## src/verilog/fcsm_pkg.sv

```systemverilog
// shared constants and types for the flash command host controller
package fcsm_pkg;
  // ****************************************
  // timing
  // ****************************************
  localparam int CLK_MHZ = 200;
  localparam int T_WP_NS = 35;
  localparam int T_WPH_NS = 30;
  localparam int T_ACC_NS = 90;
  localparam int T_RP_NS = 500;
  localparam int T_RH_NS = 50;
  localparam int T_POWERUP_NS = 50000;
  // least times round up
  localparam logic [15:0] WP_CYC = 16'((T_WP_NS * CLK_MHZ + 999) / 1000);
  localparam logic [15:0] WPH_CYC = 16'((T_WPH_NS * CLK_MHZ + 999) / 1000);
  localparam logic [15:0] ACC_CYC = 16'((T_ACC_NS * CLK_MHZ + 999) / 1000);
  localparam logic [15:0] RP_CYC = 16'((T_RP_NS * CLK_MHZ + 999) / 1000);
  localparam logic [15:0] RH_CYC = 16'((T_RH_NS * CLK_MHZ + 999) / 1000);
  localparam int POWERUP_CYC_DEF = (T_POWERUP_NS * CLK_MHZ + 999) / 1000;
  // ****************************************
  // command codes and unlock cycles
  // ****************************************
  localparam logic [16:0] UNLOCK_ADDR1 = 17'h00555;
  localparam logic [16:0] UNLOCK_ADDR2 = 17'h002AA;
  localparam logic [7:0] UNLOCK_DATA1 = 8'hAA;
  localparam logic [7:0] UNLOCK_DATA2 = 8'h55;
  localparam logic [7:0] CMD_RESET = 8'hF0;
  localparam logic [7:0] CMD_AUTOSEL = 8'h90;
  localparam logic [7:0] CMD_PROGRAM = 8'hA0;
  localparam logic [7:0] CMD_BYPASS = 8'h20;
  localparam logic [7:0] CMD_BYP_EXIT2 = 8'h00;
  localparam logic [7:0] CMD_ERASE_SETUP = 8'h80;
  localparam logic [7:0] CMD_CHIP_ERASE = 8'h10;
  localparam int DQ_TOGGLE_BIT = 6;
  localparam int DQ_LIMIT_BIT = 5;
  // ****************************************
  // types
  // ****************************************
  typedef enum logic [3:0] {
    OP_READ = 4'h0, OP_RESET = 4'h1, OP_AUTOSEL = 4'h2, OP_PROGRAM = 4'h3,
    OP_BYP_ENTER = 4'h4, OP_BYP_EXIT = 4'h5, OP_CHIP_ERASE = 4'h6,
    OP_ABORT = 4'h7, OP_HW_RESET = 4'h8
  } fcsm_op_t;
  typedef enum logic [1:0] {
    K_WRITE = 2'h0, K_READ = 2'h1, K_POLL = 2'h2, K_END = 2'h3
  } fcsm_kind_t;
  typedef struct packed {
    fcsm_kind_t kind;
    logic [16:0] addr;
    logic [7:0] data;
  } fcsm_step_t;
  typedef struct packed {
    fcsm_op_t op;
    logic [16:0] addr;
    logic [7:0] data;
  } fcsm_req_t;
endpackage

```

## src/verilog/fcsm_host.sv

```systemverilog
// host controller that drives a byte-wide flash through its bus pins
// Notes on behaviour
// RULE1: no writes while power comes up
// RULE2: flash starts in read-array, no command needed
// RULE3: bad sequence returns flash to read-array
// RULE4: address on later fall, data on rise
// RULE5: finished algorithm returns to read-array
// RULE6: erase-suspend reads: status inside erasing sectors
// RULE7: reset command works at any address
// RULE8: reset aborts unfinished sequences, not running erase
// RULE9: reset ignored while programming runs
// RULE10: autoselect is left only by reset
// RULE11: timing-limit flag high means write reset
// RULE12: autoselect reads codes at low addresses
// RULE13: autoselect 02h read gives sector protection
// RULE14: program is four writes, then runs alone
// RULE15: commands ignored while programming runs
// RULE16: hardware reset ends program at once
// RULE17: programming only clears bits
// RULE18: two unlocks plus 20h enter bypass
// RULE19: bypass program is A0h then address/data
// RULE20: bypass exit is 90h then 00h
// RULE21: chip erase is six writes
// RULE22: commands ignored during erase, hw reset aborts
// RULE23: unlock and command codes from command table
`timescale 1ns/1ps
`default_nettype none
module fcsm_host #(
  parameter int POWERUP_CYC = fcsm_pkg::POWERUP_CYC_DEF
) (
  // clock and reset
  input wire logic clock,
  input wire logic nrst,
  // user request and answer
  input wire logic req_valid,
  input wire fcsm_pkg::fcsm_req_t req,
  output logic req_ready,
  output logic rsp_valid,
  output logic [7:0] rsp_data,
  output logic rsp_error,
  // flash pins
  output logic [16:0] fl_addr,
  output logic [7:0] fl_dq_out,
  output logic fl_dq_oe,
  input wire logic [7:0] fl_dq_in,
  output logic fl_ce_n,
  output logic fl_oe_n,
  output logic fl_we_n,
  output logic fl_reset_n
);
  typedef enum logic [3:0] {
    ST_POWERUP = 4'h0, ST_IDLE = 4'h1, ST_FETCH = 4'h2, ST_WSET = 4'h3,
    ST_WLO = 4'h4, ST_WHI = 4'h5, ST_READ = 4'h6, ST_POLL = 4'h7,
    ST_HWRST = 4'h8, ST_HWREC = 4'h9, ST_DONE = 4'hA
  } fcsm_state_t;

  fcsm_state_t state, next_state;
  fcsm_pkg::fcsm_op_t op, next_op;
  fcsm_pkg::fcsm_step_t cur, next_cur;
  logic [2:0] step, next_step;
  logic [15:0] cnt, next_cnt;
  logic [16:0] req_addr, next_req_addr;
  logic [7:0] req_data, next_req_data;
  logic [7:0] rdata, next_rdata;
  logic bypass, next_bypass;
  logic have_prev, next_have_prev;
  logic prev_dq6, next_prev_dq6;
  logic limit_seen, next_limit_seen;
  logic err, next_err;
  logic next_rsp_valid;

  // ****************************************
  // command sequence table
  // ****************************************
  function automatic fcsm_pkg::fcsm_step_t mk(input fcsm_pkg::fcsm_kind_t k,
                                              input logic [16:0] a, input logic [7:0] d);
    fcsm_pkg::fcsm_step_t s;
    s.kind = k;
    s.addr = a;
    s.data = d;
    return s;
  endfunction

  // unlock pair is shared by every full sequence
  // RULE23 codes from package table
  function automatic fcsm_pkg::fcsm_step_t unlock(input logic [2:0] i);
    return (i[0] == 1'b0) ? mk(fcsm_pkg::K_WRITE, fcsm_pkg::UNLOCK_ADDR1, fcsm_pkg::UNLOCK_DATA1)
                          : mk(fcsm_pkg::K_WRITE, fcsm_pkg::UNLOCK_ADDR2, fcsm_pkg::UNLOCK_DATA2);
  endfunction

  // set-up and command writes of the full sequences go to the first unlock address
  function automatic fcsm_pkg::fcsm_step_t cmd(input logic [7:0] d);
    return mk(fcsm_pkg::K_WRITE, fcsm_pkg::UNLOCK_ADDR1, d);
  endfunction

  function automatic fcsm_pkg::fcsm_step_t step_of(input fcsm_pkg::fcsm_op_t o,
      input logic [2:0] i, input logic byp, input logic [16:0] a, input logic [7:0] d);
    fcsm_pkg::fcsm_step_t e;
    fcsm_pkg::fcsm_step_t s;
    e = mk(fcsm_pkg::K_END, 17'h00000, 8'h00);
    s = e;
    case (o)
      fcsm_pkg::OP_READ: begin
        if (i == 3'h0) s = mk(fcsm_pkg::K_READ, a, 8'h00);
      end
      // RULE20 bypass exit pair
      fcsm_pkg::OP_RESET, fcsm_pkg::OP_BYP_EXIT: begin
        if (byp && i == 3'h0) s = mk(fcsm_pkg::K_WRITE, a, fcsm_pkg::CMD_AUTOSEL);
        else if (byp && i == 3'h1) s = mk(fcsm_pkg::K_WRITE, a, fcsm_pkg::CMD_BYP_EXIT2);
        // RULE7 reset at any address
        else if (!byp && o == fcsm_pkg::OP_RESET && i == 3'h0)
          s = mk(fcsm_pkg::K_WRITE, a, fcsm_pkg::CMD_RESET);
      end
      fcsm_pkg::OP_ABORT: begin
        if (i == 3'h0) s = mk(fcsm_pkg::K_WRITE, 17'h00000, fcsm_pkg::CMD_RESET);
      end
      // RULE12 unlock, 90h, one read, then RULE10 reset exit
      fcsm_pkg::OP_AUTOSEL: begin
        if (i < 3'h2) s = unlock(i);
        else if (i == 3'h2) s = cmd(fcsm_pkg::CMD_AUTOSEL);
        else if (i == 3'h3) s = mk(fcsm_pkg::K_READ, a, 8'h00);
        else if (i == 3'h4) s = mk(fcsm_pkg::K_WRITE, 17'h00000, fcsm_pkg::CMD_RESET);
      end
      // RULE14 four writes, RULE19 two in bypass
      fcsm_pkg::OP_PROGRAM: begin
        if (byp) begin
          if (i == 3'h0) s = mk(fcsm_pkg::K_WRITE, a, fcsm_pkg::CMD_PROGRAM);
          else if (i == 3'h1) s = mk(fcsm_pkg::K_WRITE, a, d);
          else if (i == 3'h2) s = mk(fcsm_pkg::K_POLL, a, 8'h00);
        end else begin
          if (i < 3'h2) s = unlock(i);
          else if (i == 3'h2) s = cmd(fcsm_pkg::CMD_PROGRAM);
          else if (i == 3'h3) s = mk(fcsm_pkg::K_WRITE, a, d);
          else if (i == 3'h4) s = mk(fcsm_pkg::K_POLL, a, 8'h00);
        end
      end
      // RULE18 bypass entry
      fcsm_pkg::OP_BYP_ENTER: begin
        if (i < 3'h2) s = unlock(i);
        else if (i == 3'h2) s = cmd(fcsm_pkg::CMD_BYPASS);
      end
      // RULE21 six writes then poll
      fcsm_pkg::OP_CHIP_ERASE: begin
        if (i < 3'h2) s = unlock(i);
        else if (i == 3'h2) s = cmd(fcsm_pkg::CMD_ERASE_SETUP);
        else if (i < 3'h5) s = unlock(i - 3'h1);
        else if (i == 3'h5) s = cmd(fcsm_pkg::CMD_CHIP_ERASE);
        else if (i == 3'h6) s = mk(fcsm_pkg::K_POLL, 17'h00000, 8'h00);
      end
      default: s = e;
    endcase
    return s;
  endfunction

  // ****************************************
  // sequencer
  // ****************************************
  always_comb begin
    next_state = state;
    next_op = op;
    next_cur = cur;
    next_step = step;
    next_cnt = cnt + 16'h0001;
    next_req_addr = req_addr;
    next_req_data = req_data;
    next_rdata = rdata;
    next_bypass = bypass;
    next_have_prev = have_prev;
    next_prev_dq6 = prev_dq6;
    next_limit_seen = limit_seen;
    next_err = err;
    next_rsp_valid = 1'b0;
    case (state)
      // RULE1 strobes stay idle until supply settles
      ST_POWERUP: begin
        if (cnt == 16'(POWERUP_CYC - 1)) next_state = ST_IDLE;
      end
      ST_IDLE: begin
        next_cnt = 16'h0000;
        if (req_valid) begin
          next_op = req.op;
          next_req_addr = req.addr;
          next_req_data = req.data;
          next_step = 3'h0;
          next_err = 1'b0;
          next_have_prev = 1'b0;
          next_limit_seen = 1'b0;
          // RULE20 autoselect, chip erase and bypass entry are refused in bypass
          if (bypass && (req.op == fcsm_pkg::OP_AUTOSEL || req.op == fcsm_pkg::OP_CHIP_ERASE ||
                         req.op == fcsm_pkg::OP_BYP_ENTER)) begin
            next_err = 1'b1;
            next_state = ST_DONE;
          end else if (req.op == fcsm_pkg::OP_HW_RESET) begin
            next_state = ST_HWRST;
          end else begin
            next_state = ST_FETCH;
          end
        end
      end
      ST_FETCH: begin
        next_cnt = 16'h0000;
        next_cur = step_of(op, step, bypass, req_addr, req_data);
        case (next_cur.kind)
          fcsm_pkg::K_WRITE: next_state = ST_WSET;
          fcsm_pkg::K_READ: next_state = ST_READ;
          fcsm_pkg::K_POLL: next_state = ST_POLL;
          default: next_state = ST_DONE;
        endcase
      end
      ST_WSET: begin
        next_cnt = 16'h0000;
        next_state = ST_WLO;
      end
      // RULE4 address settles before the fall, data held past the rise
      ST_WLO: begin
        if (cnt == fcsm_pkg::WP_CYC - 16'h0001) begin
          next_cnt = 16'h0000;
          next_state = ST_WHI;
        end
      end
      ST_WHI: begin
        if (cnt == fcsm_pkg::WPH_CYC - 16'h0001) begin
          next_step = step + 3'h1;
          next_state = ST_FETCH;
        end
      end
      ST_READ: begin
        if (cnt == fcsm_pkg::ACC_CYC - 16'h0001) begin
          next_rdata = fl_dq_in;
          next_step = step + 3'h1;
          next_state = ST_FETCH;
        end
      end
      // RULE15 nothing is written while the algorithm runs; toggle polling
      ST_POLL: begin
        if (cnt == fcsm_pkg::ACC_CYC - 16'h0001) begin
          next_rdata = fl_dq_in;
          next_have_prev = 1'b1;
          next_prev_dq6 = fl_dq_in[fcsm_pkg::DQ_TOGGLE_BIT];
          next_state = ST_FETCH;
          if (have_prev && fl_dq_in[fcsm_pkg::DQ_TOGGLE_BIT] == prev_dq6) begin
            // RULE5 finished, flash is back in read-array
            next_have_prev = 1'b0;
            next_step = step + 3'h1;
          end else if (have_prev && limit_seen) begin
            // RULE11 still toggling after the limit flag: write reset
            next_err = 1'b1;
            next_op = fcsm_pkg::OP_ABORT;
            next_step = 3'h0;
          end else if (have_prev && fl_dq_in[fcsm_pkg::DQ_LIMIT_BIT]) begin
            next_limit_seen = 1'b1;
          end
        end
      end
      // RULE16 hardware reset aborts any running algorithm
      ST_HWRST: begin
        if (cnt == fcsm_pkg::RP_CYC - 16'h0001) begin
          next_cnt = 16'h0000;
          next_bypass = 1'b0;
          next_state = ST_HWREC;
        end
      end
      ST_HWREC: begin
        if (cnt == fcsm_pkg::RH_CYC - 16'h0001) next_state = ST_DONE;
      end
      ST_DONE: begin
        next_rsp_valid = 1'b1;
        if (!err && op == fcsm_pkg::OP_BYP_ENTER) next_bypass = 1'b1;
        if (op == fcsm_pkg::OP_RESET || op == fcsm_pkg::OP_BYP_EXIT) next_bypass = 1'b0;
        next_state = ST_IDLE;
      end
      default: next_state = ST_IDLE;
    endcase
  end

  always_ff @(posedge clock or negedge nrst) begin
    if (!nrst) begin
      // RULE2 no command issued at start-up
      state <= ST_POWERUP;
      op <= fcsm_pkg::OP_READ;
      cur <= '0;
      step <= 3'h0;
      cnt <= 16'h0000;
      req_addr <= 17'h00000;
      req_data <= 8'h00;
      rdata <= 8'h00;
      bypass <= 1'b0;
      have_prev <= 1'b0;
      prev_dq6 <= 1'b0;
      limit_seen <= 1'b0;
      err <= 1'b0;
      rsp_valid <= 1'b0;
    end else begin
      state <= next_state;
      op <= next_op;
      cur <= next_cur;
      step <= next_step;
      cnt <= next_cnt;
      req_addr <= next_req_addr;
      req_data <= next_req_data;
      rdata <= next_rdata;
      bypass <= next_bypass;
      have_prev <= next_have_prev;
      prev_dq6 <= next_prev_dq6;
      limit_seen <= next_limit_seen;
      err <= next_err;
      rsp_valid <= next_rsp_valid;
    end
  end

  // ****************************************
  // pins
  // ****************************************
  assign req_ready = (state == ST_IDLE);
  assign rsp_data = rdata;
  assign rsp_error = err;
  assign fl_addr = cur.addr;
  assign fl_dq_out = cur.data;
  assign fl_dq_oe = (state == ST_WSET) || (state == ST_WLO) || (state == ST_WHI);
  assign fl_ce_n = !(fl_dq_oe || state == ST_READ || state == ST_POLL);
  assign fl_oe_n = !(state == ST_READ || state == ST_POLL);
  assign fl_we_n = (state != ST_WLO);
  assign fl_reset_n = (state != ST_HWRST);
endmodule
`default_nettype wire

```

## config.mk

```make
export PLATFORM = sky130hd
export DESIGN_NAME = fcsm_host
export DESIGN_NICKNAME = d
export VERILOG_FILES = /design/src/verilog/fcsm_pkg.sv /design/src/verilog/fcsm_host.sv
export SDC_FILE = /design/constraint.sdc
export NUM_CORES = 1
export LEC_CHECK = 0
export BUFFER_PORTS_ARGS = -buffer_cell sky130_fd_sc_hd__buf_2
export CAP_MARGIN = 40
export CORE_MARGIN = 5
export CORE_UTILIZATION = 45
export CTS_CLUSTER_DIAMETER = 150
export DETAILED_ROUTE_END_ITERATION = 12
export PLACE_DENSITY = 0.66
export SLEW_MARGIN = 30
export SYNTH_ARGS = -nofsm -noshare
export SYNTH_HDL_FRONTEND = slang
export SYNTH_SLANG_ARGS = --single-unit
```

## constraint.sdc

```tcl
create_clock -name clock -period 4.86 [get_ports clock]
set_input_delay 1.215 -clock clock [delete_from_list [all_inputs] [get_ports clock]]
set_output_delay 1.215 -clock clock [all_outputs]
set_load 0.01 [all_outputs]
```

Word level (Yosys, flattened, before mapping)
Index checks and enable logic that the tools add are counted.
Widths: inputs -> output; s select.
{ "word_totals": {"register_bits": 91, "latch_bits": 0, "ramBits": 0, "rom_bits": 0, "output_inout_bits": 41, "wordCells": 187, "mem_count": 0} }
{ "op_classes": {"n_addsub": 3, "n_mul": 0, "div": 0, "magnitude_cmp": 2, "n_eq_ne": 53, "shift": 0, "mux": 74, "n_bitwise": 0, "reduce_logical": 40} }
{ "op_table": {"columns": ["cell", "count"], "rows": [
  ["$mux 27", 22],
  ["$pmux 27 s7", 1],
  ["$mux 26", 3],
  ["$mux 4", 13],
  ["$pmux 16 s3", 1],
  ["$eq 4x3->1 const B", 10],
  ["$mux 19", 2],
  ["$pmux 4 s9", 1],
  ["$eq 16x3->1 const B", 2],
  ["$mux 16", 2],
  ["$ne 2x2->1 const B", 12],
  ["$eq 4x2->1 const B", 5],
  ["$mux 3", 6],
  ["$add 16x1->16 const B", 1],
  ["$eq 16x14->1 const B", 1],
  ["$eq 16x4->1 const B", 1],
  ["$eq 16x5->1 const B", 1],
  ["$eq 16x7->1 const B", 1],
  ["$eq 4x4->1 const B", 4],
  ["$mux 1", 16],
  ["$pmux 3 s4", 1],
  ["$pmux 4 s3", 1],
  ["$reduce_and 6->1", 2],
  ["$eq 3x3->1 const B", 3],
  ["other kinds (30)", 60]
]} }

Longest topological paths before layout
{ "logic_depth": {"depth_word": 11, "mapped_depth": 14, "ltp_nobuf": 12} }

Worst setup path after synthesis
Ideal clock, no wire load.
{ "synth_path": {"kind": "register to register", "from": "register step[0]", "to": "register state[2]", "setup_ns": 0.129, "t_arrival_ns": 2.432, "setup_slack_ns": 2.299, "path_stages_with_launch": 14, "path_buffers": 2, "cell_sequence": "dfrtp_1 -> buf_2 -> inv_1 -> ha_1 -> clkbuf_1 -> nand3b_1 -> and3_1 -> nor4_1 -> nand2_1 -> ha_1 -> nor2_1 -> nor2_1 -> a22oi_1 -> o2bb2ai_1"} }
{ "synth_between": {"elab_chain_len": 11, "word_cells_on_any_way": 43} }
{ "synth_rtl": {"columns": ["element", "line_no", "rtl"], "rows": [
  ["from (decl)", "fcsm_host.sv:60", "logic [2:0] step, next_step;"],
  ["from (signal assigned)", "fcsm_host.sv:297", "step <= next_step;"],
  ["$eq 3x3->1 (on tied branches)", "fcsm_host.sv:148, fcsm_host.sv:122, fcsm_host.sv:134", null],
  ["$mux 26 (on tied branches)", "fcsm_host.sv:148, fcsm_host.sv:134", null],
  ["$mux 27 (on tied branches)", "fcsm_host.sv:147, fcsm_host.sv:133", null],
  ["$mux 27 (on tied branches)", "fcsm_host.sv:146, fcsm_host.sv:132", null],
  ["$mux 27 (on tied branches)", "fcsm_host.sv:145, fcsm_host.sv:131", null],
  ["$mux 27 (on tied branches)", "fcsm_host.sv:144, fcsm_host.sv:126", null],
  ["$pmux 27 s7 (*)", "fcsm_host.sv:102", "case (o)"],
  ["$mux 27 (*)", "fcsm_host.sv:173", "case (state)"],
  ["$eq 2x2->1, or another cell as far along", "fcsm_host.sv:203", "case (next_cur.kind)"],
  ["$pmux 4 s3 (*)", "fcsm_host.sv:203", null],
  ["$pmux 4 s9 (*)", "fcsm_host.sv:173", null],
  ["to (signal assigned)", "fcsm_host.sv:294", "state <= next_state;"],
  ["to (decl)", "fcsm_host.sv:57", "fcsm_state_t state, next_state;"]
]} }
Mark *: on every way between the ends. The rest lies on a longest branch, timed or not. The select of a mux whose other input is x is not followed.
A chain may end at the register's enable or synchronous reset.

Final worst setup path
{ "layout_path": {"from": "register step[2]", "to": "register state[2]"} }
The elaborated chain is that of the path after synthesis.

==> summary.txt <==
Clock network
  – Clock Latency Late Sink: 350 ps
  – Worst-case clock buffer depth: 2
  – Post_cts resized: 0
  – Reg clk slew, reported paths: ~70 ps
  – Hold-fix buffers, CTS: 0
  – CTS buffer count: 9
  – Clock root buffer: clkbuf_16
  – Num Clock Sinks: approximately 90
  – # H-tree levels: 3
  – CTS tree: yes
  – Post-CTS Setup Inserts: 0

Power and ir drop
  – Power per cell area: 572 nW/um2
  – Peak supply drop: roughly 0.22 mV
  – Leak pwr: between 2 and 3 nW

Timing
  – RSZ-0062 raised after global routing: no
  – Setup ws final: approximately 1700 ps
  – Hold Vio Cnt, Final: 0
  – Worst-Margin Slew: roughly 710 ps
  – Crit share post-route: 0.640
  – Slew HR: 0.525
  – Peak Freq: between 300 and 400 MHz
  – Post-layout min period: 3110 ps
  – Layout Skew: 13.0 ps
  – Setup violations, final: 0
  – Final Slew Violations: 0
  – Setup tns final: 0 ps

Synthesis
  – Net count after synthesis: 604
  – Post-synthesis mux area share: 0.0421
  – Xor and xnor area share after synthesis: 0.0293
  – FFs w/ async S/R, synth: 1.00
  – Top_reg_cell synth: dfrtp_1
  – Post-Synth Adder-Cell Area: 0.0271
  – Synthesized area per cell: just over 9 um2
  – EDFF count, synth: 0
  – Yosys reg bits: around 90
  – Yosys warns: 0
  – Syn Inst Count: between 500 and 600
  – Post-Synth Simple-Gate Area: 0.237
  – Synth Area in Compound Gates: 0.173
  – Seq/Total Area, Yosys: 0.448
  – Largest family of logic cells by synthesized area: simple AND/OR/NAND/NOR gates
  – Mapped cell area: roughly 5100 um2
  – Netlist cell types: 66

Critical path
  – Worst Path Buf+Inv: 1
  – CP Class: flip-flop to flip-flop
  – Crit path capture type: flip-flop
  – Crit path max fanout: 22
  – Worst path required time: 5080 ps
  – Cell Chain, Critical Path: inv_1 -> ha_1 -> nand3b_1 -> and3_1 -> nor4_1 -> nand2_1 -> ha_1 -> nor2_1 -> nor2_1 -> a22oi_1 -> o2bb2ai_1
  – Critical-path top delay cell: dfrtp_1
  – Max stage delay on crit path: between 700 and 800 ps
  – CP Launch Type: flip-flop
  – CP top delay family: simple AND/OR/NAND/NOR gates
  – CP arrival: ~3300 ps

Floorplanning
  – Ports: 81
  – Die X: between 100 and 150 um
  – FP Rows: 38
  – Starting density of the core: 0.465
  – Die area: about 14000 um2
  – Die Height: roughly 120 um
  – Total core area: roughly 11000 um2

Finish
  – Layout cell share with drive strength beyond 1: 0.227
  – Fin util: 0.533
  – Final net count: 663
  – Synthesis-to-layout area growth: 14.7%
  – Area of the multi-input gates: 2590 um2
  – Number of diodes: 0
  – Fillcell total: 1029
  – Sequential cell area: around 2300 um2

GRT
  – Vias in the first global route: 4183
  – Initial antenna violation count: 1
  – Grt ovf: 0
  – First-pass GRT wire length: roughly 21 mm
  – Global Route Usage Sum: 0.196
  – Largest net degree at the start of global routing: between 50 and 60

Drt
  – Routed len/inst: 16.6 um
  – DR pass1 iterations: 5
  – DRC viols: 0
  – Post-DRT Antenna Nets: 0
  – Vias/cell: ~5.7
  – Drt total wl: around 13 mm
  – Initial DRC count: 286
  – Via count: 4281

Min path
  – Worst hold path class: flip-flop to flip-flop

Placement
  – Port bufs: 80
  – Dpl ws: ~1800 ps
  – Detailed placement HPWL: a little over 9 mm
  – Gp weighted congestion: between 0.9 and 1

Run status
  – Outcome: complete, no violations

Run
  – Max-cap check violation count: 0
## layout by cell type, fill, tap and decap left out, types with 6 or more instances in the layout
| cell | count |
|---|---|
| buf_2 | 79 |
| a22o_1 | 7 |
| a21oi_1 | 23 |
| dfrtp_1 | 91 |
| nor2_1 | 58 |
| xnor2_1 | 12 |
| nand3_1 | 14 |
| a2bb2oi_1 | 8 |
| a31oi_1 | 12 |
| clkbuf_16 | 9 |
| nand2b_1 | 6 |
| nor2b_1 | 6 |
| inv_1 | 11 |
| mux2_2 | 15 |
| o21ai_0 | 19 |
| ha_1 | 11 |
| nor3_1 | 15 |
| nand2_1 | 110 |
| a221o_1 | 11 |
## worst paths after layout
path / start / endpoint / slack (ps) / cells after the start
max in group asynchronous: nrst / fl_dq_out[5]$_DFFE_PN0P_ / 3180 / 3
hold reg to reg: fl_dq_out[7]$_DFFE_PN0P_ / fl_dq_out[7]$_DFFE_PN0P_ / 480 / 2
setup / recovery: step[2]$_DFFE_PN0P_ / state[2]$_DFFE_PN0P_ / 1750 / 11
setup reg to reg: step[2]$_DFFE_PN0P_ / state[2]$_DFFE_PN0P_ / 1750 / 11
hold / removal: fl_dq_out[7]$_DFFE_PN0P_ / fl_dq_out[7]$_DFFE_PN0P_ / 480 / 2
min in group asynchronous: nrst / op[2]$_DFFE_PN0P_ / 750 / 1
## through the flow
stage	cell area, um2	hold WS, ps	instances	power, mW
after floorplan	5090	447	553	2.28
after CTS	5830	481	757	3.37
final	5830	478	757	3.33
after global placement	5490	459	739	2.61
after global routing	5830	495	757	3.60
after detailed placement	5540	463	741	2.66
## tightest hold or removal path, stage by stage (launching register included)
cell and delay, ps:
dfrtp_1 340, nand2_1 40, o21ai_0 60
## registers in the layout, indices dropped and copies added, names as in the netlist, 3 cells and up
signal	flops
req_addr	17
cnt	16
fl_addr	17
op	4
fl_dq_out	8
rsp_data	8
step	3
state	4
req_data	8
## final cells by class
type | instances | area share
clock inverter | 6 | 0.00987
sequential | 91 | 0.390
inverter | 11 | 0.00708
clock buffer | 10 | 0.0410
multi-input combinational | 416 | 0.444
timing repair buffer | 83 | 0.0777
tap | 140 | 0.0300
## kinds of logic (layout without fill, tap and decap cells)
kind of cell | count (synthesis) | in the layout
mux | 18 | 18
buf+inv | 46 | 110
compound gates | 122 | 122
xor+xnor | 17 | 17
simple gates | 248 | 248
fa+ha+maj | 11 | 11
flops | 91 | 91
## power breakdown
group / switching, mW / internal (mW) / total, mW
registers: 0.271 / 0.993 / 1.26
clock network: 0.322 / 0.371 / 0.693
logic: 0.784 / 0.593 / 1.38
total: 1.38 / 1.96 / 3.33
## synth_stat cells, types with 3 or more instances
| cell type | instances | area share |
|---|---|---|
| nand2_1 | 110 | 0.081 |
| dfrtp_1 | 91 | 0.45 |
| nor2_1 | 58 | 0.043 |
| a21oi_1 | 23 | 0.023 |
| o21ai_0 | 19 | 0.019 |
| buf_2 | 15 | 0.015 |
| mux2_2 | 15 | 0.033 |
| nor3_1 | 15 | 0.015 |
| nand3_1 | 14 | 0.014 |
| a31oi_1 | 12 | 0.015 |
| clkbuf_1 | 12 | 0.0089 |
| xnor2_1 | 12 | 0.021 |
| a221o_1 | 11 | 0.022 |
| ha_1 | 11 | 0.027 |
| inv_1 | 11 | 0.0081 |
| a2bb2oi_1 | 8 | 0.014 |
| a22o_1 | 7 | 0.012 |
| nand2b_1 | 6 | 0.0074 |
| nor2b_1 | 6 | 0.0074 |
| nand4_1 | 5 | 0.0062 |
| xor2_1 | 5 | 0.0086 |
| a211oi_1 | 4 | 0.0059 |
| a21o_1 | 4 | 0.0059 |
| a21oi_2 | 4 | 0.0069 |
| buf_4 | 4 | 0.0059 |
| nor3b_1 | 4 | 0.0059 |
| nor4_1 | 4 | 0.0049 |
| o21a_1 | 4 | 0.0059 |
| o21ai_1 | 4 | 0.0039 |
| o31ai_1 | 4 | 0.0059 |
| and2_1 | 3 | 0.0037 |
| and3_1 | 3 | 0.0037 |
| mux2_4 | 3 | 0.0089 |
| o2bb2ai_1 | 3 | 0.0052 |
## per-layer routing
metal	wire (um)	global-route usage	vias to the layer above	part of all wire
li1	-	-	2056	-
met1	5540	0.273	2078	0.44
met2	6110	0.307	126	0.49
met3	718	0.0440	19	0.057
met4	195	0.0634	2	0.015
met5	18	0	-	0.0014
Note: power is estimated with default switching activity, not from simulation.
